===== src/hdl/supervisor_defines.vh =====
`ifndef SUPERVISOR_DEFINES_VH
`define SUPERVISOR_DEFINES_VH

// Clock and timebase
`define CLK_PERIOD_NS 5
`define TICK_PERIOD_NS 1000
`define TICK_CYCLES (`TICK_PERIOD_NS / `CLK_PERIOD_NS)
`define US_TO_TICKS(us) ((us) * 1000 / `TICK_PERIOD_NS)

// Supervisor intervals in microseconds
`define PGOOD_DELAY_US 300000
`define DEBOUNCE_US 38000
`define OFF_DELAY_US 2300
`define OCP_ARM_US 75000
`define OVOC_FILTER_US 73
`define UV_FILTER_US 150

// Counter widths
`define TIMER_W 20
`define TICK_W 8

// Register byte offsets
`define OFF_CTRL 12'h000
`define OFF_STATUS 12'h004
`define OFF_IRQ_STATUS 12'h008
`define OFF_IRQ_CLEAR 12'h00c
`define OFF_IRQ_ENABLE 12'h010
`define OFF_FAULT_CAUSE 12'h014

// Control fields and reset
`define CTRL_W 3
`define CTRL_OV_EN 0
`define CTRL_OC_EN 1
`define CTRL_UV_EN 2
`define CTRL_RESET 3'h7

// Status fields
`define STATUS_W 6
`define ST_REQ_OFF 0
`define ST_FAULT 1
`define ST_PGOOD 2
`define ST_SHUTDOWN 3
`define ST_OCP_ARMED 4
`define ST_UV_ARMED 5

// Interrupt event fields
`define IRQ_W 4
`define IRQ_FAULT 0
`define IRQ_PG_RISE 1
`define IRQ_PG_FALL 2
`define IRQ_REQ_EDGE 3
`define IRQ_RESET 4'h0

// Fault cause fields
`define CAUSE_W 4
`define CAUSE_OV 0
`define CAUSE_OC 1
`define CAUSE_UV12 2
`define CAUSE_UV35 3

`endif


===== src/hdl/qual_timer.v =====
`include "supervisor_defines.vh"

// Counts timebase ticks while a condition holds; done once it held LIMIT ticks
module qual_timer #(
	parameter WIDTH = `TIMER_W,
	parameter [WIDTH-1:0] LIMIT = 1
) (
	input wire clk_i,
	input wire rst_n_i,
	input wire tick_i,
	input wire cond_i,
	output wire done_o
);

	reg [WIDTH-1:0] cnt_ff; // Ticks the condition has held
	reg done_ff; // Condition held for the full interval
	reg [WIDTH-1:0] nxt_cnt;
	reg nxt_done;

	// Restart on any break of the condition, saturate at the limit
	always @* begin
		nxt_cnt = cnt_ff;
		nxt_done = 1'b0;
		if (!cond_i) begin
			nxt_cnt = {WIDTH{1'b0}};
		end else if (tick_i && (cnt_ff != LIMIT)) begin
			nxt_cnt = cnt_ff + {{(WIDTH-1){1'b0}}, 1'b1};
		end
		if (cond_i && (cnt_ff == LIMIT)) begin
			nxt_done = 1'b1;
		end
	end

	// State registers
	always @(posedge clk_i or negedge rst_n_i) begin
		if (!rst_n_i) begin
			cnt_ff <= {WIDTH{1'b0}};
			done_ff <= 1'b0;
		end else begin
			cnt_ff <= nxt_cnt;
			done_ff <= nxt_done;
		end
	end

	assign done_o = done_ff;

endmodule // qual_timer


===== src/hdl/pc_supply_fault_supervisor.v =====
// Notes on behaviour
// [RL1] Power-good rises after inputs good 300ms
// [RL2] Power-good drops at once on undervoltage
// [RL3] Request input is active low from motherboard
// [RL4] Request high forces shutdown, power-good low
// [RL5] Qualified fault latches shutdown until cleared
// [RL6] Request rising edge or reset clears latch
// [RL7] Both request edges debounced 38ms
// [RL8] Undervoltage protection suppressed during turn-on
// [RL9] 12V undervoltage over 150us latches fault
// [RL10] Overcurrent over 73us latches fault
// [RL11] Overvoltage over 73us latches fault
// [RL12] Sense input low: only overvoltage faults
// [RL13] Power-good only when all conditions clean
// [RL14] 3.3V/5V overcurrent armed 75ms after turn-on
// [RL15] Shutdown rises 2.3ms after debounce at turn-off
// [RL16] All intervals counted on an internal tick
`include "supervisor_defines.vh"

module pc_supply_fault_supervisor #(
	parameter TICK_CYC = `TICK_CYCLES,
	parameter PGOOD_TICKS = `US_TO_TICKS(`PGOOD_DELAY_US),
	parameter DEBOUNCE_TICKS = `US_TO_TICKS(`DEBOUNCE_US),
	parameter OFF_TICKS = `US_TO_TICKS(`OFF_DELAY_US),
	parameter OCP_ARM_TICKS = `US_TO_TICKS(`OCP_ARM_US),
	parameter OVOC_TICKS = `US_TO_TICKS(`OVOC_FILTER_US),
	parameter UV_TICKS = `US_TO_TICKS(`UV_FILTER_US)
) (
	input wire clk_i,
	input wire nrst_i,
	// APB slave
	input wire psel_i,
	input wire penable_i,
	input wire pwrite_i,
	input wire [11:0] paddr_i,
	input wire [31:0] pwdata_i,
	output wire [31:0] prdata_o,
	output wire pready_o,
	output wire pslverr_o,
	output wire irq_o,
	// Digitised comparator conditions
	input wire good_sense_in_i,
	input wire supply_on_request_n_i,
	input wire rail33_uv_i,
	input wire rail5_uv_i,
	input wire rail12_uv_i,
	input wire [2:0] rail_ov_i,
	input wire [2:0] rail_oc_i,
	// Open-drain outputs: level and pull-low enable
	output wire shutdown_latch_out_o,
	output wire shutdown_latch_oe_o,
	output wire good_indicate_out_o,
	output wire good_indicate_oe_o
);

	localparam TW = `TIMER_W;

	// Reset synchroniser
	reg rst_meta_ff;
	reg rst_n_ff;
	always @(posedge clk_i or negedge nrst_i) begin
		if (!nrst_i) begin
			rst_meta_ff <= 1'b0;
			rst_n_ff <= 1'b0;
		end else begin
			rst_meta_ff <= 1'b1;
			rst_n_ff <= rst_meta_ff;
		end
	end

	// Internal timebase tick
	reg [`TICK_W-1:0] tick_cnt_ff;
	reg tick_ff;
	always @(posedge clk_i or negedge rst_n_ff) begin
		if (!rst_n_ff) begin
			tick_cnt_ff <= {`TICK_W{1'b0}};
			tick_ff <= 1'b0;
		end else if (tick_cnt_ff == TICK_CYC[`TICK_W-1:0] - 8'h01) begin // see [RL16]
			tick_cnt_ff <= {`TICK_W{1'b0}};
			tick_ff <= 1'b1;
		end else begin
			tick_cnt_ff <= tick_cnt_ff + 8'h01;
			tick_ff <= 1'b0;
		end
	end

	// Control, state and register storage
	reg [`CTRL_W-1:0] ctrl_ff; // Protection enables
	reg req_off_ff; // Debounced request, high means off
	reg fault_ff; // Fault latch
	reg [`CAUSE_W-1:0] cause_ff; // What set the latch
	reg shut_ff; // Shutdown output
	reg pg_ff; // Power-good output
	reg shut_oe_ff; // Shutdown pin pull-low enable
	reg pg_oe_ff; // Power-good pin pull-low enable
	reg [`IRQ_W-1:0] irq_sts_ff; // Sticky events
	reg [`IRQ_W-1:0] irq_en_ff; // Event enables
	reg irq_ff;
	reg [31:0] prdata_ff;
	reg pready_ff;
	reg pslverr_ff;

	// Timer outputs
	wire deb_done;
	wire off_done;
	wire arm_done;
	wire ovoc_ov_done;
	wire ovoc_oc_done;
	wire uv12_done;
	wire uv35_done;
	wire pg_done;

	// Request debounce: new level adopted after holding 38ms
	qual_timer #(.WIDTH(TW), .LIMIT(DEBOUNCE_TICKS[TW-1:0])) u_debounce (
		.clk_i(clk_i), .rst_n_i(rst_n_ff), .tick_i(tick_ff),
		.cond_i(supply_on_request_n_i != req_off_ff), // see [RL7] [RL3]
		.done_o(deb_done)
	);

	// Turn-off delay after the debounced request goes high
	qual_timer #(.WIDTH(TW), .LIMIT(OFF_TICKS[TW-1:0])) u_off_delay (
		.clk_i(clk_i), .rst_n_i(rst_n_ff), .tick_i(tick_ff),
		.cond_i(req_off_ff), // see [RL15]
		.done_o(off_done)
	);

	// Turn-on arming: request low with sense input good
	wire on_good = ~req_off_ff & good_sense_in_i;
	qual_timer #(.WIDTH(TW), .LIMIT(OCP_ARM_TICKS[TW-1:0])) u_arm (
		.clk_i(clk_i), .rst_n_i(rst_n_ff), .tick_i(tick_ff),
		.cond_i(on_good), // see [RL14] [RL8]
		.done_o(arm_done)
	);

	// Raw conditions gated by software enables
	wire ov_any = (|rail_ov_i) & ctrl_ff[`CTRL_OV_EN];
	wire oc12 = rail_oc_i[2];
	wire oc_any = (oc12 | ((|rail_oc_i[1:0]) & arm_done)) & ctrl_ff[`CTRL_OC_EN]; // see [RL14]
	wire uv_armed = arm_done & ctrl_ff[`CTRL_UV_EN]; // see [RL8]
	wire uv35 = rail33_uv_i | rail5_uv_i;

	// Fault filters
	qual_timer #(.WIDTH(TW), .LIMIT(OVOC_TICKS[TW-1:0])) u_ov_filt (
		.clk_i(clk_i), .rst_n_i(rst_n_ff), .tick_i(tick_ff),
		.cond_i(ov_any), // see [RL11]
		.done_o(ovoc_ov_done)
	);
	qual_timer #(.WIDTH(TW), .LIMIT(OVOC_TICKS[TW-1:0])) u_oc_filt (
		.clk_i(clk_i), .rst_n_i(rst_n_ff), .tick_i(tick_ff),
		.cond_i(oc_any), // see [RL10]
		.done_o(ovoc_oc_done)
	);
	qual_timer #(.WIDTH(TW), .LIMIT(UV_TICKS[TW-1:0])) u_uv12_filt (
		.clk_i(clk_i), .rst_n_i(rst_n_ff), .tick_i(tick_ff),
		.cond_i(rail12_uv_i & uv_armed), // see [RL9]
		.done_o(uv12_done)
	);
	qual_timer #(.WIDTH(TW), .LIMIT(UV_TICKS[TW-1:0])) u_uv35_filt (
		.clk_i(clk_i), .rst_n_i(rst_n_ff), .tick_i(tick_ff),
		.cond_i(uv35 & uv_armed),
		.done_o(uv35_done)
	);

	// Qualified faults per sense input level
	wire fault_ov = ovoc_ov_done & ~req_off_ff; // see [RL12]
	wire fault_oc = ovoc_oc_done & on_good; // see [RL12]
	wire fault_uv12 = uv12_done & on_good;
	wire fault_uv35 = uv35_done & on_good;
	wire fault_set = fault_ov | fault_oc | fault_uv12 | fault_uv35;

	// Power-good qualification and delay
	wire pg_clean = on_good & ~rail33_uv_i & ~rail5_uv_i & ~rail12_uv_i & ~(|rail_ov_i)
		& ~(|rail_oc_i) & ~fault_ff & ~fault_set; // see [RL13]
	qual_timer #(.WIDTH(TW), .LIMIT(PGOOD_TICKS[TW-1:0])) u_pg_delay (
		.clk_i(clk_i), .rst_n_i(rst_n_ff), .tick_i(tick_ff),
		.cond_i(pg_clean), // see [RL1]
		.done_o(pg_done)
	);

	// Request edge events
	wire req_rise = deb_done & supply_on_request_n_i & ~req_off_ff;
	wire req_edge = deb_done;
	wire nxt_pg = pg_clean & pg_done; // see [RL2]
	wire nxt_pg_pin = nxt_pg & ~req_off_ff; // see [RL4]
	// Off timer only raises shutdown; once high it stays while the request is off,
	// so the reset level never dips while the off timer is still counting
	wire nxt_shut = (req_off_ff & (off_done | shut_ff)) | fault_ff | fault_set; // see [RL4] [RL5]

	// Supervisor core state
	always @(posedge clk_i or negedge rst_n_ff) begin
		if (!rst_n_ff) begin
			req_off_ff <= 1'b1;
			fault_ff <= 1'b0; // see [RL6]
			cause_ff <= {`CAUSE_W{1'b0}};
			shut_ff <= 1'b1;
			pg_ff <= 1'b0;
			// Pins: shutdown released, power-good pulled low
			shut_oe_ff <= 1'b0;
			pg_oe_ff <= 1'b1;
		end else begin
			// Adopt debounced request level
			if (deb_done) begin
				req_off_ff <= supply_on_request_n_i;
			end
			// Latch set wins over the clear
			if (fault_set) begin
				fault_ff <= 1'b1; // see [RL5]
				cause_ff <= cause_ff | {fault_uv35, fault_uv12, fault_oc, fault_ov};
			end else if (req_rise) begin
				fault_ff <= 1'b0; // see [RL6]
				cause_ff <= {`CAUSE_W{1'b0}};
			end
			shut_ff <= nxt_shut;
			// Pin enables from their own flops, inverse of the levels
			shut_oe_ff <= ~nxt_shut;
			pg_ff <= nxt_pg_pin; // see [RL4]
			pg_oe_ff <= ~nxt_pg_pin;
		end
	end

	// APB decode helpers
	wire apb_setup = psel_i & ~penable_i;
	wire apb_wr = psel_i & penable_i & pready_ff & pwrite_i;

	// Address decoder for the error path; the read mux decodes on its own
	function addr_ok;
		input [11:0] a;
		begin
			addr_ok = (a == `OFF_CTRL) || (a == `OFF_STATUS) || (a == `OFF_IRQ_STATUS)
				|| (a == `OFF_IRQ_CLEAR) || (a == `OFF_IRQ_ENABLE) || (a == `OFF_FAULT_CAUSE);
		end
	endfunction

	// Live status word
	wire [`STATUS_W-1:0] status_w = {uv_armed, arm_done, shut_ff, pg_ff, fault_ff, req_off_ff};

	// Read mux
	reg [31:0] rd_mux;
	always @* begin
		rd_mux = 32'h0000_0000;
		case (paddr_i)
			`OFF_CTRL: begin
				rd_mux[`CTRL_W-1:0] = ctrl_ff;
			end
			`OFF_STATUS: begin
				rd_mux[`STATUS_W-1:0] = status_w;
			end
			`OFF_IRQ_STATUS: begin
				rd_mux[`IRQ_W-1:0] = irq_sts_ff;
			end
			`OFF_IRQ_ENABLE: begin
				rd_mux[`IRQ_W-1:0] = irq_en_ff;
			end
			`OFF_FAULT_CAUSE: begin
				rd_mux[`CAUSE_W-1:0] = cause_ff;
			end
			default: begin
				rd_mux = 32'h0000_0000;
			end
		endcase
	end

	// Interrupt events, one cycle each except the request edge, which lasts two cycles
	wire [`IRQ_W-1:0] irq_evt = {req_edge, pg_ff & ~nxt_pg, ~pg_ff & nxt_pg, fault_set & ~fault_ff};
	wire clr_hit = apb_wr && (paddr_i == `OFF_IRQ_CLEAR);
	wire [`IRQ_W-1:0] nxt_irq_sts = (irq_sts_ff & ~(clr_hit ? pwdata_i[`IRQ_W-1:0] : 4'h0))
		| irq_evt;

	// APB slave: one wait-free access phase, data prepared in setup
	always @(posedge clk_i or negedge rst_n_ff) begin
		if (!rst_n_ff) begin
			ctrl_ff <= `CTRL_RESET;
			irq_sts_ff <= `IRQ_RESET;
			irq_en_ff <= `IRQ_RESET;
			irq_ff <= 1'b0;
			prdata_ff <= 32'h0000_0000;
			pready_ff <= 1'b0;
			pslverr_ff <= 1'b0;
		end else begin
			pready_ff <= apb_setup;
			pslverr_ff <= apb_setup & ~addr_ok(paddr_i);
			if (apb_setup) begin
				prdata_ff <= pwrite_i ? 32'h0000_0000 : rd_mux;
			end
			if (apb_wr && (paddr_i == `OFF_CTRL)) begin
				ctrl_ff <= pwdata_i[`CTRL_W-1:0];
			end
			if (apb_wr && (paddr_i == `OFF_IRQ_ENABLE)) begin
				irq_en_ff <= pwdata_i[`IRQ_W-1:0];
			end
			irq_sts_ff <= nxt_irq_sts;
			irq_ff <= |(nxt_irq_sts & irq_en_ff);
		end
	end

	assign prdata_o = prdata_ff;
	assign pready_o = pready_ff;
	assign pslverr_o = pslverr_ff;
	assign irq_o = irq_ff;
	assign shutdown_latch_out_o = shut_ff;
	assign shutdown_latch_oe_o = shut_oe_ff;
	assign good_indicate_out_o = pg_ff;
	assign good_indicate_oe_o = pg_oe_ff;

endmodule // pc_supply_fault_supervisor


===== config.mk =====
export PLATFORM = sky130hd
export DESIGN_NAME = pc_supply_fault_supervisor
export DESIGN_NICKNAME = d
export VERILOG_FILES = /design/src/hdl/qual_timer.v /design/src/hdl/pc_supply_fault_supervisor.v
export VERILOG_INCLUDE_DIRS = /design/src /design/src/hdl
export SDC_FILE = /design/constraint.sdc
export NUM_CORES = 1
export LEC_CHECK = 0
export BUFFER_PORTS_ARGS = -buffer_cell sky130_fd_sc_hd__buf_4
export CAP_MARGIN = 25
export CELL_PAD_IN_SITES_DETAIL_PLACEMENT = 1
export CELL_PAD_IN_SITES_GLOBAL_PLACEMENT = 1
export CORE_ASPECT_RATIO = 0.8
export CORE_UTILIZATION = 47
export CTS_CLUSTER_DIAMETER = 60
export DETAILED_ROUTE_END_ITERATION = 7
export GPL_ROUTABILITY_DRIVEN = 0
export PLACE_DENSITY_LB_ADDON = 0.15
export REMOVE_ABC_BUFFERS = 1
export SETUP_SLACK_MARGIN = 0.02
export SLEW_MARGIN = 20
export SYNTH_ARGS = -nofsm -noshare
export SYNTH_HDL_FRONTEND = slang
export SYNTH_SLANG_ARGS = --single-unit

===== constraint.sdc =====
create_clock -name clk_i -period 8.4 [get_ports clk_i]
set_clock_uncertainty 0.15 [all_clocks]
set_input_delay 1.68 -clock clk_i [delete_from_list [all_inputs] [get_ports clk_i]]
set_output_delay 1.68 -clock clk_i [all_outputs]
set_load 0.02 [all_outputs]

# ---- Word-level counts from Yosys, hierarchy flattened
# Index checks and enable logic that the tools add are counted.
dict set report classes {
  n_bitwise 58
  n_eq_ne 31
  reduce_logical 30
  add_sub_neg 9
  muxes 35
}
# op count
set op_table {}
lappend op_table {{$mux 20} 16}
lappend op_table {{$add 20x1->20 const B} 8}
lappend op_table {{$eq 20x7->1 const B} 2}
lappend op_table {{$eq 20x8->1 const B} 2}
lappend op_table {{$ne 20x7->1 const B} 2}
lappend op_table {{$ne 20x8->1 const B} 2}
lappend op_table {{$and 1x1->1} 31}
lappend op_table {{$eq 12x4->1 const B} 2}
lappend op_table {{$eq 12x5->1 const B} 2}
lappend op_table {{$eq 20x12->1 const B} 1}
lappend op_table {{$eq 20x16->1 const B} 1}
lappend op_table {{$eq 20x17->1 const B} 1}
lappend op_table {{$eq 20x19->1 const B} 1}
lappend op_table {{$ne 20x12->1 const B} 1}
lappend op_table {{$ne 20x16->1 const B} 1}
lappend op_table {{$ne 20x17->1 const B} 1}
lappend op_table {{$ne 20x19->1 const B} 1}
lappend op_table {{$logic_and 1x1->1} 19}
lappend op_table {{$pmux 3 s5} 1}
lappend op_table {{$not 1->1} 14}
lappend op_table {{$eq 12x3->1 const B} 1}
lappend op_table {{$logic_not 12->1} 1}
lappend op_table {{$mux 4} 3}
lappend op_table {{$mux 1} 11}
lappend op_table {{18 further kinds} 38}
dict set report totals {
  ff_bits 235
  input_bits 60
}

# ---- Longest topological paths before layout
# Gate-level depths: netlist (run 1).
dict set report logic_depth {
  depth_word 15
  mapped_depth 8
}

# ---- Cells and area by module
# Synthesis (run 1) repeated with hierarchy kept, for this count alone.
dict set report unflattened {
  cells_unflattened 1189
  area_unflattened_um2 11593.6
}
# module instances area_each_um2 seq_area_each_um2 cells_per_inst
set modules_own_cells {}
lappend modules_own_cells {{qual_timer at u_oc_filt ...} 2 1223.7 525.5 130}
lappend modules_own_cells {{qual_timer at u_uv12_filt ...} 2 1174.9 525.5 122}
lappend modules_own_cells {pc_supply_fault_supervisor 1 2090.8 1033.5 192}
lappend modules_own_cells {{qual_timer at u_off_delay} 1 1224.9 525.5 128}
lappend modules_own_cells {{qual_timer at u_arm} 1 1193.6 525.5 128}
lappend modules_own_cells {{qual_timer at u_pg_delay} 1 1156.1 525.5 119}
lappend modules_own_cells {{qual_timer at u_debounce} 1 1131.1 525.5 118}

# ---- Least setup slack after synthesis (run 1)
# No wires, ideal clock.
dict set report synth_timing {
  path_kind {input port to flip-flop}
  start {input rail33_uv_i}
  end {register irq_ff (netlist: irq_o)}
  stages 6
  setup_time_ns 0.071
  arrival_ns 3.156
  path_slack_ns 5.023
  cell_sequence {nor4_1 -> nand4_1 -> or4b_1 -> clkbuf_1 -> or3b_1 -> nand4_1}
}
dict set report synth_via {
  elab_chain_cells 14
  elab_cells_between_ends 15
  classes_between {bitwise: 14; reduce/logical: 1}
}
# item line
set synth_rtl {}
lappend synth_rtl {{start: declaration} pc_supply_fault_supervisor.v:44} ;# input wire rail33_uv_i,
lappend synth_rtl {{$not 1->1 *} pc_supply_fault_supervisor.v:172} ;# wire pg_clean = on_good & ~rail33_uv_i & ~rail5_uv_i & ~rail12_uv_i & ~(|rail_ov_i)
lappend synth_rtl {{$and 1x1->1 * (4 in a row)} pc_supply_fault_supervisor.v:172}
lappend synth_rtl {{$and 1x1->1 * (3 in a row)} pc_supply_fault_supervisor.v:173} ;# & ~(|rail_oc_i) & ~fault_ff & ~fault_set;
lappend synth_rtl {{$and 1x1->1 *} pc_supply_fault_supervisor.v:183} ;# wire nxt_pg = pg_clean & pg_done;
lappend synth_rtl {{$not 1->1} pc_supply_fault_supervisor.v:264} ;# wire [`IRQ_W-1:0] irq_evt = {req_edge, pg_ff & ~nxt_pg, ~pg_ff & nxt_pg, fault_set & ~fault_ff};
lappend synth_rtl {{$and 1x1->1} pc_supply_fault_supervisor.v:264}
lappend synth_rtl {{$or 4x4->4 *} pc_supply_fault_supervisor.v:266} ;# wire [`IRQ_W-1:0] nxt_irq_sts = (irq_sts_ff & ~(clr_hit ? pwdata_i[`IRQ_W-1:0] : 4'h0))
lappend synth_rtl {{$and 4x4->4 *} pc_supply_fault_supervisor.v:292} ;# irq_ff <= |(nxt_irq_sts & irq_en_ff);
lappend synth_rtl {{$reduce_or 4->1 *} pc_supply_fault_supervisor.v:292}
lappend synth_rtl {{end signal: assignment} pc_supply_fault_supervisor.v:292}
lappend synth_rtl {{end: declaration} pc_supply_fault_supervisor.v:98} ;# reg irq_ff;
# Every way passes the cells marked *; elsewhere a longest branch is shown, timed or not.
# A chain may end at the register's enable or synchronous reset.

# ---- Worst setup path after layout (run 1)
dict set report layout_timing {
  start {input rail_ov_i[1]}
  end {register u_ov_filt.cnt_ff[3]}
}
dict set report layout_via {
  elab_chain_cells 3
  elab_cells_between_ends 4
  classes_between {eq/ne: 1; mux: 1; bitwise: 1; reduce/logical: 1}
}
# item line
set layout_rtl {}
lappend layout_rtl {{start: declaration} pc_supply_fault_supervisor.v:47} ;# input wire [2:0] rail_ov_i,
lappend layout_rtl {{$reduce_or 3->1 *} pc_supply_fault_supervisor.v:136} ;# wire ov_any = (|rail_ov_i) & ctrl_ff[`CTRL_OV_EN];
lappend layout_rtl {{$and 1x1->1 *} pc_supply_fault_supervisor.v:136}
lappend layout_rtl {{$ne 2x2->1 (no line) or $mux 20 (tied branches)} n/a}
lappend layout_rtl {{end signal: assignment} qual_timer.v:37} ;# cnt_ff <= {WIDTH{1'b0}};
lappend layout_rtl {{end signal: assignment} qual_timer.v:40} ;# cnt_ff <= nxt_cnt;
lappend layout_rtl {{end: declaration} qual_timer.v:15} ;# reg [WIDTH-1:0] cnt_ff;
# Marked as above.

==> key figures, run 1 <==
Floorplanning
  • Effective utilization at floorplan: 0.4811
  • DIE HEIGHT: 138.1 um
  • I/O pin cnt: 99
  • Die area: 23,770 um^2
  • Die W: 172.1 um
  • Row Count: 49
  • Core Area: 22,620 um^2

Route
  • Detailed Route WL: 27,910 um
  • DR vias: 8,621
  • Detailed router's first-iteration violation count: 443
  • DR WL/cell: 18.44 um
  • Via density: 5.694
  • DRT antenna net count: 0
  • Total iterations of the first detailed-routing run: 4
  • Remaining DRCs: 0

Power and ir drop
  • Switching pwr: 492.6 uW
  • Logic pwr share: 0.027
  • Net Sw Frac: 0.2139
  • Peak VDD IR: 147.3 uV
  • Pwr dens: 186.8 nW/um^2
  • Clock power share: 0.531
  • Lkg Pwr: 0.004899 uW
  • Reg power frac: 0.442
  • Pint: 1811 uW

Global routing
  • Vias in the first global route: 8,959
  • Largest net degree at the start of global routing: 74
  • First-pass GRT wire length: 46,430 um
  • Total Routing Usage GR: 0.2419
  • GRT overflow: 0
  • Initial antenna violation count: 0

Timing
  • Period utilization: 0.4233
  • FMAX: 281.2 MHz
  • Setup tns final: 0 ns
  • Setup ws final: 4.844 ns
  • Final setup vio count: 0
  • Slew HR: 0.3462
  • Tmin final: 3.556 ns
  • Worst-Margin Slew: 0.9717 ns
  • Fin. max-slew vios: 0
  • RSZ-0062 raised after global routing: false
  • Hold Violations, Final: 0

Placement
  • Port Buffers: 44
  • HPWL Detailed: 18,480 um
  • Area after DPL: 11,380 um^2
  • Pre-CTS setup slack: 4.333 ns

Synthesis
  • Mapped Area: 10,880 um^2
  • Post-Synthesis Cells: 1,151
  • Synth top area share: 0.4667
  • Count of cell types in the netlist: 71
  • Asr flop ratio synth: 1.000
  • Post-synth top flop: dfrtp_1
  • Cell taking the most area after synthesis: dfrtp_1
  • Sequential fraction of the synthesis area: 0.4812
  • Synth top area cells: dfrtp_1 47%, xor2_1 4.9%, nor2_1 4.2%
  • FF+latch count, synth: 209
  • Post-synth EDFFs: 0
  • Avg Inst Size Synth: 9.456 um^2
  • Syn. warnings: 0

Setup path
  • Kind of critical path: input pin to flop
  • Required time worst endpoint: 8.66 ns
  • CP Launch Type: input pin
  • Setup crit end kind: flop
  • Reg2Reg Setup Slack: 5.38 ns
  • Critical path arrival: 3.82 ns
  • Critical path peak fanout: 20

Cells and area
  • Fin util: 0.5452
  • Area growth syn-to-layout: 13.32%
  • Antenna Diode Count: 0
  • Final instance area: 12,330 um^2
  • Share of cells above drive strength 1: 0.1084
  • Fill count: 2,547
  • Final #Nets: 1,267

Hold path
  • Worst Hold Class: flop to flop

Clock network
  • H-tree Lvls: 1
  • CTS max path bufs: 3
  • Clock Latency Late Sink: 0.52 ns
  • Cts bufs inserted: 24
  • Root Driver: clkbuf_16
  • Post_cts resized: 0
  • Hold Buf Count CTS: 0
  • Clock-pin slew on the worst setup and hold paths: 0.06 ns
  • Clk sink count: 209
  • Post-CTS Setup Bufs: 0
  • CTS tree: done

Run status
  • Outcome: completed

Run
  • Max-cap violations: 0
worst max-delay path, stage by stage:
cell and delay [ns]:
buf_4 0.11, nor3_1 0.48, nand2b_1 0.72, o22ai_1 0.37, o21a_1 0.26, o21a_1 0.18
power groups by stage:
stage               Combinational, uW  Clock [uW]  Sequential, uW
finish                           61.4        1220            1020
global route                     68.5        1280            1020
CTS                              61.3        1250            1020
detailed placement               60.0           0            1040
global placement                 58.9           0            1040
floorplan                        23.0           0            1040
state kept, by name (all words and copies together) (netlist names), 3 cells and up:
name	count
cause_ff	4
ctrl_ff	3
irq_en_ff	4
irq_sts_ff	4
prdata_o	6
tick_cnt_ff	8
u_arm.cnt_ff	20
u_debounce.cnt_ff	20
u_oc_filt.cnt_ff	20
u_off_delay.cnt_ff	20
u_ov_filt.cnt_ff	20
u_pg_delay.cnt_ff	20
u_uv12_filt.cnt_ff	20
u_uv35_filt.cnt_ff	20
placed cells by master, fill, tap and decap left out, drive strengths merged, types with 7 or more instances in the layout:
cell,netlist,routed
dfrtp,203,203
nand4,38,38
conb,2,27
o31ai,10,10
or3,42,42
nor4,27,27
nor4b,10,10
ha,17,17
nand3,65,65
nor2,123,123
or4,13,13
xor2,61,61
clkbuf,29,30
and2,7,7
nor3,29,29
mux2,12,12
o21ai,67,67
o211ai,18,18
inv,42,42
and4,10,10
a21oi,52,52
and3,21,21
nand2,89,89
buf,36,52
o21a,10,10
xnor2,36,36
bufinv,0,7
cell usage after synthesis, drive strengths merged, types with 13 or more instances:
master and count:
dfrtp 203, xor2 61, and3 21, or3 42
nor2 123, o21ai 67, a21oi 52, nand4 38
nor4 27, nand2 89, buf 36, inv 42
o211ai 18, nor3 29, nand3 65, or4 13
xnor2 36, clkbuf 29, ha 17
per-layer routing:
layer / share of wire / global-route usage / wire, um
met1: 0.48 / 0.3417 / 13480
met2: 0.47 / 0.3933 / 13040
met3: 0.034 / 0.03350 / 946
met4: 0.016 / 0.05589 / 452
met5: 0 / 0 / 0
metrics by stage:
stage                     hold slack, ns  std cells  power, uW
after floorplan                   0.1812       1111       1067
after global placement            0.1874       1467       1096
after detailed placement          0.1925       1468       1097
after CTS                         0.2159       1512       2325
after global routing              0.2224       1514       2372
final                             0.2103       1514       2303
area by class of cell:
cell class	instances	area, um^2	area share
Sequential cell	209	5241	0.4249
Inverter	43	161.4	0.01309
Timing Repair Buffer	53	406.6	0.03297
Clock buffer	29	670.6	0.05437
Clock inverter	15	257.7	0.02090
Tap cell	306	382.9	0.03104
Multi-Input combinational cell	859	5214	0.4227
worst paths after layout:
kind | from | to | cells after the start
max | rail_ov_i[1] | u_ov_filt.cnt_ff[3]$_DFFE_PN0P_ | 6
min | rst_meta_ff$_DFF_PN0_ | rst_n_ff$_DFF_PN0_ | 0
max reg2reg | req_off_ff$_DFFE_PN1P_ | u_debounce.cnt_ff[3]$_DFFE_PN0P_ | 5
min reg2reg | rst_meta_ff$_DFF_PN0_ | rst_n_ff$_DFF_PN0_ | 0
min in group asynchronous | rst_n_ff$_DFF_PN0_ | tick_cnt_ff[6]$_DFF_PN0_ | 0
max in group asynchronous | rst_n_ff$_DFF_PN0_ | u_off_delay.cnt_ff[0]$_DFFE_PN0P_ | 1
kinds of logic (layout without fill, tap and decap cells):
logic type	count (synthesis)	after routing	share of synthesized area
multiplexers	18	18	0.01793
adder cells (fa/ha/maj)	17	17	0.01954
XOR/XNOR	97	97	0.07805
flip-flops	209	209	0.4812
AND/OR/NAND/NOR	510	510	0.2475
buffers and inverters	108	140	0.04839
AO/OA/AOI/OAI	190	190	0.1067
other	2	27	0.0006900
(Power assumes the default switching activity.)
==> inputs of run 2 (changes only) <==
--- a/config.mk
+++ b/config.mk
@@ -6,12 +6,13 @@
 export SDC_FILE = /design/constraint.sdc
 export NUM_CORES = 1
 export LEC_CHECK = 0
+export ABC_AREA = 1
 export BUFFER_PORTS_ARGS = -buffer_cell sky130_fd_sc_hd__buf_4
 export CAP_MARGIN = 25
 export CELL_PAD_IN_SITES_DETAIL_PLACEMENT = 1
 export CELL_PAD_IN_SITES_GLOBAL_PLACEMENT = 1
 export CORE_ASPECT_RATIO = 0.8
-export CORE_UTILIZATION = 47
+export CORE_UTILIZATION = 40
 export CTS_CLUSTER_DIAMETER = 60
 export DETAILED_ROUTE_END_ITERATION = 7
 export GPL_ROUTABILITY_DRIVEN = 0
==> constraint.sdc (replaced) <==
create_clock -name clk_i -period 3 [get_ports clk_i]
set_clock_uncertainty 0.15 [all_clocks]
set_input_delay 0.6 -clock clk_i [delete_from_list [all_inputs] [get_ports clk_i]]
set_output_delay 0.6 -clock clk_i [all_outputs]
set_load 0.02 [all_outputs]
==> run 2 against run 1 <==
Die area increased by 41%. Count of clock-buffer cells in the layout increased by 6. Core utilization decreased by 8.1 points. Hold slack got worse by 0.090 ns. Total power increased to 2.9 times the previous value. Final cell count increased by 53%. Worst setup slack got worse by 4.3 ns. First-iteration DRC count increased by 57%. Sequential share of layout area decreased by 7.0 points.
==> key figures, run 2 <==
Run
  • Max-cap violations: 0 (unchanged)

Setup path
  • CP Launch Type: flop (was input pin)
  • Setup crit end kind: flop (unchanged)
  • CP max stage cell: dfstp_2 (was nand2b_1)
  • Required time worst endpoint: 3.29 ns (was 8.66 ns)
  • Critical path peak fanout: 25 (was 20)
  • Critical path arrival: 2.73 ns (was 3.82 ns)
  • CP max stage delay: 0.81 ns (was 0.72 ns)
  • Cell with the most instances on the worst path: nand2_1 (was o21a_1)
  • Kind of critical path: flop to flop (was input pin to flop)
  • CP Cell Sequence: nor2_8, nand2_1, nand3_2, nor2_4, nand2_4, nand2_1, nor2_1, o21ai_1, inv_1 (was buf_4, nor3_1, nand2b_1, o22ai_1, o21a_1, o21a_1)

Synthesis
  • Avg Inst Size Synth: 7.175 um^2 (was 9.456 um^2)
  • Syn. warnings: 0 (unchanged)
  • Post-synth top flop: dfrtp_1 (unchanged)
  • Largest family of logic cells by synthesized area: simple AND/OR/NAND/NOR gates (unchanged)
  • Simple-gate share of the synthesized area: 0.3644 (was 0.2475)
  • Compound-Gate Fraction of Synth Area: 0.07971 (was 0.1067)
  • Count leader, synth: nand2_1 (was dfrtp_1)
  • Asr flop ratio synth: 1.000 (unchanged)
  • Post-synth EDFFs: 0 (unchanged)
  • Mux cell area share after synthesis: 0.0008581 (was 0.01793)
  • Synth top area cells: dfrtp_1 39%, nand2_1 14%, nand3_1 6.4% (was dfrtp_1 47%, xor2_1 4.9%, nor2_1 4.2%)
  • Sequential fraction of the synthesis area: 0.3991 (was 0.4812)
  • FF+latch count, synth: 209 (unchanged)
  • Mapped Area: 13,120 um^2 (was 10,880 um^2)
  • Post-Synthesis Cells: 1,829 (was 1,151)
  • XOR/XNOR share of the synthesized area: 0.03595 (was 0.07805)
  • Cell taking the most area after synthesis: dfrtp_1 (unchanged)
  • Top cells by count, synth: 477 x nand2_1, 218 x inv_1, 203 x dfrtp_1 (was 203 x dfrtp_1, 123 x nor2_1, 89 x nand2_1)
  • Synth Area in Adders: 0.01621 (was 0.01954)
  • Synth top area share: 0.3871 (was 0.4667)
  • Count of cell types in the netlist: 49 (was 71)

Placement
  • HPWL Detailed: 28,050 um (was 18,480 um)
  • Port Buffers: 44 (unchanged)
  • Dpl cells: 2,269 (was 1,468)

Cells and area
  • Final non-filler cell total: 2,319 (was 1,514)
  • Commonest non-fill, non-tap cells in the layout: 477 x nand2_1, 218 x inv_1, 202 x dfrtp_1 (was 202 x dfrtp_1, 123 x nor2_1, 89 x nand2_1)
  • FF/Latch Area: 5241 um^2 (unchanged)
  • Area growth syn-to-layout: 12.61% (was 13.32%)
  • Final #Nets: 1,956 (was 1,267)
  • Share of cells above drive strength 1: 0.09531 (was 0.1084)
  • Antenna Diode Count: 0 (unchanged)
  • Fill count: 4,072 (was 2,547)
  • Fin util: 0.4639 (was 0.5452)
  • Most common cell after layout, fill and taps aside: nand2_1 (was dfrtp_1)
  • Multi-input logic area: 6625 um^2 (was 5214 um^2)

Floorplanning
  • I/O pin cnt: 99 (unchanged)
  • Die W: 204.5 um (was 172.1 um)
  • Row Count: 58 (was 49)
  • DIE HEIGHT: 164.0 um (was 138.1 um)
  • Effective utilization at floorplan: 0.4119 (was 0.4811)
  • Die area: 33,540 um^2 (was 23,770 um^2)
  • Core Area: 31,860 um^2 (was 22,620 um^2)

Clock network
  • Post-CTS Setup Bufs: 0 (unchanged)
  • H-tree Lvls: 1 (unchanged)
  • Clock-pin slew on the worst setup and hold paths: 0.06 ns (about the same)
  • Clock Latency Late Sink: 0.55 ns (was 0.52 ns)
  • Clk sink count: 209 (unchanged)
  • Root Driver: clkbuf_16 (unchanged)
  • CTS tree: done (unchanged)
  • Cts bufs inserted: 26 (was 24)
  • CTS max path bufs: 3 (unchanged)

Power and ir drop
  • Peak VDD IR: 301.9 uV (was 147.3 uV)
  • Reg power frac: 0.432 (was 0.442)
  • Pwr dens: 444.4 nW/um^2 (was 186.8 nW/um^2)
  • Logic pwr share: 0.026 (was 0.027)
  • Net Sw Frac: 0.2238 (was 0.2139)
  • Switching pwr: 1470 uW (was 492.6 uW)
  • Pint: 5098 uW (was 1811 uW)
  • Lkg Pwr: 0.006655 uW (was 0.004899 uW)
  • Clock power share: 0.542 (was 0.531)

Global routing
  • Initial antenna violation count: 0 (unchanged)
  • Largest net degree at the start of global routing: 60 (was 74)
  • GR peak layer: met2 (unchanged)
  • Total Routing Usage GR: 0.2336 (was 0.2419)
  • Met1 Resource Use GR: 0.3346 (was 0.3417)
  • GRT overflow: 0 (unchanged)
  • Met2 usage: 0.3773 (was 0.3933)
  • First-pass GRT wire length: 63,810 um (was 46,430 um)
  • Met3 Track Usage GR: 0.02738 (was 0.03350)
  • Vias in the first global route: 12,560 (was 8,959)

Run status
  • Outcome: completed (unchanged)

Timing
  • Tmin final: 2.448 ns
  • Final setup vio count: 0 (unchanged)
  • Slew HR: 0.4118 (was 0.3462)
  • Period utilization: 0.8160
  • Hold Violations, Final: 0 (unchanged)
  • FMAX: 408.5 MHz
  • Setup tns final: 0 ns (unchanged)
  • RSZ-0062 raised after global routing: false (unchanged)
  • Worst-Margin Slew: 0.8743 ns (was 0.9717 ns)
  • Fin. max-slew vios: 0 (unchanged)

Route
  • Detailed router's first-iteration violation count: 697 (was 443)
  • DR WL/cell: 16.40 um (was 18.44 um)
  • Detailed Route WL: 38,030 um (was 27,910 um)
  • Via density: 5.299 (was 5.694)
  • Remaining DRCs: 0 (unchanged)
  • DR vias: 12,290 (was 8,621)
  • Total iterations of the first detailed-routing run: 5 (was 4)
  • DRT antenna net count: 0 (unchanged)

Hold path
  • Worst Hold Class: input pin to flop (was flop to flop)
==> run 2: timing repair <==
action                                 in CTS  in global routing
endpoints found under the hold margin       2                  0
hold buffers                                1                  0
resized for setup                           0                  0
==> run 2: power by group through the flow <==
stage | Combinational [uW] | Clock [uW] | Sequential, uW
6_report | 170 | 3560 | 2840
5_1_grt | 190 | 3740 | 2840
4_1_cts | 175 | 3650 | 2840
3_5_place_dp | 173 | 0 | 2890
3_3_place_gp | 171 | 0 | 2890
2_1_floorplan | 56.1 | 0 | 2920
==> run 2: cell type report <==
type,count,area share
Multi-Input combinational cell,1339,0.4483
Timing Repair Buffer,62,0.03421
Sequential cell,209,0.3547
Clock inverter,13,0.01422
Inverter,241,0.06121
Tap cell,420,0.03556
Clock buffer,35,0.05182
==> run 2: critical path: cells and delay by family, from the launching register on <==
family	cells	cell delay, ns
AO/OA/AOI/OAI	1	0.11
flip-flops	1	0.81
buffers and inverters	1	0.05
AND/OR/NAND/NOR	7	1.19
==> run 2: cells by family after synthesis <==
kind of cell,Yosys count
xor gates and xnor gates,53
and+or+nand+nor,1060
buffers and inverters,306
adders and majority gates,17
AOI/OAI and AO/OA,181
muxes,1
other,2
DFF,209
==> run 2: final timing paths <==
| kind | slack, ns | cells past startpoint | from | endpoint |
|---|---|---|---|---|
| worst max-delay path | 0.55 | 9 | req_off_ff$_DFFE_PN1P_ | u_pg_delay.cnt_ff[11]$_DFFE_PN0P_ |
| worst min-delay path | 0.12 | 2 | penable_i | pready_o$_DFF_PN0_ |
| worst max register to register | 0.55 | 9 | req_off_ff$_DFFE_PN1P_ | u_pg_delay.cnt_ff[11]$_DFFE_PN0P_ |
| worst min register to register | 0.17 | 0 | rst_n_ff$_DFF_PN0_ | u_pg_delay.cnt_ff[10]$_DFFE_PN0P_ |
| max in group asynchronous | 1.79 | 1 | rst_n_ff$_DFF_PN0_ | req_off_ff$_DFFE_PN1P_ |
| min in group asynchronous | 0.17 | 0 | rst_n_ff$_DFF_PN0_ | u_pg_delay.cnt_ff[10]$_DFFE_PN0P_ |
==> run 2: routing by layer <==
metal  share of wire  vias up
li1                -     6033
met1            0.50     6064
met2            0.45      151
met3           0.029       40
met4           0.019        0
met5               0        -
==> run 2: metrics by stage <==
step                      setup WS (ns)  total power (uW)  instance area, um^2  hold WS (ns)
after global placement           0.4956              3060                13780        0.1865
after global routing             0.3587              6772                14780        0.1115
after floorplan                  -3.395              2974                12770        0.1544
after detailed placement         0.5023              3062                13780        0.1926
after CTS                        0.5096              6661                14770        0.1041
final                            0.5521              6568                14780        0.1203
==> inputs of run 3 (changes only) <==
==> constraint.sdc (replaced) <==
create_clock -name clk_i -period 2.1 [get_ports clk_i]
set_clock_uncertainty 0.15 [all_clocks]
set_input_delay 0.42 -clock clk_i [delete_from_list [all_inputs] [get_ports clk_i]]
set_output_delay 0.42 -clock clk_i [all_outputs]
set_load 0.02 [all_outputs]
==> run 3 against run 2 <==
Die area unchanged. Worst setup slack got worse by 0.45 ns. Critical path depth increased by 2. Wire length increased by 6.8%. Final cell count increased by 3.6%. First-iteration DRC count increased by 7.7%. Sequential power increased by 43%. Total power increased by 46%. Register-to-register slack got worse by 0.45 ns. Critical endpoint is now u_oc_filt.cnt_ff[10]$_DFFE_PN0P_. Largest cell class unchanged.
==> key figures, run 3 (synthesis results as in run 2) <==
Cells and area
  • Share of cells above drive strength 1: 0.1467 (was 0.09531)
  • Final #Nets: 2,040 (was 1,956)
  • Commonest non-fill, non-tap cells in the layout: 469 x nand2_1, 216 x inv_1, 200 x dfrtp_1 (was 477 x nand2_1, 218 x inv_1, 202 x dfrtp_1)
  • Final non-filler cell total: 2,403 (was 2,319)
  • Most common cell after layout, fill and taps aside: nand2_1 (unchanged)
  • Fill count: 4,040 (was 4,072)
  • Antenna Diode Count: 0 (unchanged)
  • Area growth syn-to-layout: 19.48% (was 12.61%)

Floorplanning
  • Core Area: 31,860 um^2 (unchanged)
  • I/O pin cnt: 99 (unchanged)
  • Die W: 204.5 um (unchanged)
  • DIE HEIGHT: 164.0 um (unchanged)
  • Die area: 33,540 um^2 (unchanged)
  • Row Count: 58 (unchanged)
  • Effective utilization at floorplan: 0.4119 (unchanged)

Setup path
  • Setup crit end kind: flop (unchanged)
  • R2r worst-path depth: 11 (was 9)
  • Kind of critical path: flop to flop (unchanged)
  • RR Startpoint: u_oc_filt.cnt_ff[1]$_DFFE_PN0P_ (was req_off_ff$_DFFE_PN1P_)
  • Required time worst endpoint: 2.40 ns (was 3.29 ns)
  • Critical path arrival: 2.30 ns (was 2.73 ns)
  • CP Launch Type: flop (unchanged)
  • Critical path peak fanout: 6 (was 25)
  • Reg2Reg Setup Slack: 0.1 ns (was 0.55 ns)
  • Reg2reg end: u_oc_filt.cnt_ff[10]$_DFFE_PN0P_ (was u_pg_delay.cnt_ff[11]$_DFFE_PN0P_)

Hold path
  • End of the worst hold path: ctrl_ff[2]$_DFFE_PN1P_ (was pready_o$_DFF_PN0_)
  • Hold path depth: 3 (was 2)
  • Worst Min Path Start: pwdata_i[2] (was penable_i)
  • Worst Hold Class: input pin to flop (unchanged)

Power and ir drop
  • Peak VDD IR: 558.8 uV (was 301.9 uV)
  • Pwr dens: 613.4 nW/um^2 (was 444.4 nW/um^2)
  • Total Power: 9618 uW (was 6568 uW)
  • Lkg Pwr: 0.007078 uW (was 0.006655 uW)

Global routing
  • Initial antenna violation count: 0 (unchanged)
  • Total Routing Usage GR: 0.2438 (was 0.2336)
  • Vias in the first global route: 12,840 (was 12,560)
  • GRT overflow: 0 (unchanged)
  • Largest net degree at the start of global routing: 51 (was 60)
  • First-pass GRT wire length: 66,250 um (was 63,810 um)

Timing
  • Worst-Margin Slew: 0.6903 ns (was 0.8743 ns)
  • Slew HR: 0.5393 (was 0.4118)
  • Final setup vio count: 0 (unchanged)
  • Hold Violations, Final: 0 (unchanged)
  • RSZ-0062 raised after global routing: true (was false)
  • Tmin final: 2.000 ns (was 2.448 ns)
  • Period utilization: 0.9525 (was 0.8160)
  • Fin. max-slew vios: 0 (unchanged)
  • FMAX: 499.9 MHz (was 408.5 MHz)

Route
  • Via density: 5.293 (was 5.299)
  • DRT antenna net count: 0 (unchanged)
  • Remaining DRCs: 0 (unchanged)
  • DR WL/cell: 16.90 um (was 16.40 um)
  • Detailed Route WL: 40,620 um (was 38,030 um)
  • Detailed router's first-iteration violation count: 751 (was 697)
  • DR vias: 12,720 (was 12,290)
  • Total iterations of the first detailed-routing run: 4 (was 5)

Placement
  • HPWL Detailed: 29,700 um (was 28,050 um)
  • Port Buffers: 44 (unchanged)
  • Dpl cells: 2,336 (was 2,269)

Run status
  • Outcome: completed (unchanged)

Clock network
  • Cts bufs inserted: 27 (was 26)
  • CTS tree: done (unchanged)
  • Clk sink count: 209 (unchanged)
  • H-tree Lvls: 1 (unchanged)
  • Root Driver: clkbuf_16 (unchanged)
  • CTS max path bufs: 3 (unchanged)
  • Clock Latency Late Sink: 0.55 ns (about the same)
  • Clock-pin slew on the worst setup and hold paths: 0.06 ns (about the same)

Run
  • Max-cap violations: 0 (unchanged)
run 3: metrics by stage:
stage | hold slack (ns) | worst slack [ns] | cell area [um^2] | utilization | setup TNS, ns
2_1_floorplan | -0.02559 | -4.295 | 12770 | - | -879.67
3_3_place_gp | 0.05193 | -0.08132 | 14310 | 0.4493 | -0.5878
3_5_place_dp | 0.05852 | -0.1718 | 14310 | 0.4493 | -1.844
4_1_cts | 0.01564 | 0.05151 | 15370 | 0.4824 | 0
5_1_grt | 0.03741 | -0.03538 | 15680 | 0.4921 | -0.08856
6_report | 0.04356 | 0.09973 | 15680 | 0.4921 | 0
run 3: what timing repair did:
item / 4_1_cts / 5_1_grt
gates resized for setup: 2 / 46
buffers inserted: 0 / 10
hold endpoints to repair: 8 / 0
setup endpoints to repair: 15 / 99
cloned: 0 / 3
pin swaps: 0 / 8
hold buffers: 5 / 0
run 3: area by class of cell:
| type | count | area, um^2 | share of cell area |
|---|---|---|---|
| inverters | 241 | 918.4 | 0.05857 |
| multi-input cells | 1342 | 6809 | 0.4343 |
| clock inverters | 18 | 290.3 | 0.01851 |
| repair buffers | 142 | 1181 | 0.07533 |
| flip-flops and latches | 209 | 5244 | 0.3345 |
| well taps | 420 | 525.5 | 0.03352 |
| clock buffers | 31 | 710.7 | 0.04533 |
run 3: metal layers:
metal | global-route usage | wire length (um) | up-vias
met2 | 0.3988 | 18930 | 151
met3 | 0.02917 | 1177 | 38
met5 | 0 | 0 | -
met4 | 0.03969 | 533 | 0
li1 | - | - | 6215
met1 | 0.3500 | 19980 | 6315
run 3: critical path: stages (launching register included):
cell	delay [ns]
dfrtp_1	0.39
inv_2	0.07
ha_2	0.19
nand3_4	0.09
nor3_4	0.17
nand3_2	0.09
buf_4	0.15
o21ai_4	0.17
buf_12	0.16
nand2_8	0.09
nand2_1	0.11
o21ai_2	0.05
run 3: power breakdown:
part | leakage, uW | switching (uW) | internal, uW
clock network | 0.000478 | 2000 | 3300
logic | 0.00378 | 187 | 81.1
registers | 0.00282 | 17.5 | 4030
run 3: worst max-delay path by stage:
stage	depth (start not counted)	end	startpoint
after floorplan	0	cause_ff[0]$_DFFE_PN0P_	rst_n_ff$_DFF_PN0_
after global placement	8	u_oc_filt.cnt_ff[17]$_DFFE_PN0P_	u_oc_filt.cnt_ff[0]$_DFFE_PN0P_
after detailed placement	8	u_oc_filt.cnt_ff[9]$_DFFE_PN0P_	u_oc_filt.cnt_ff[0]$_DFFE_PN0P_
after CTS	9	u_pg_delay.cnt_ff[11]$_DFFE_PN0P_	req_off_ff$_DFFE_PN1P_
after global routing	10	u_debounce.cnt_ff[1]$_DFFE_PN0P_	u_debounce.cnt_ff[0]$_DFFE_PN0P_
final	11	u_oc_filt.cnt_ff[10]$_DFFE_PN0P_	u_oc_filt.cnt_ff[1]$_DFFE_PN0P_
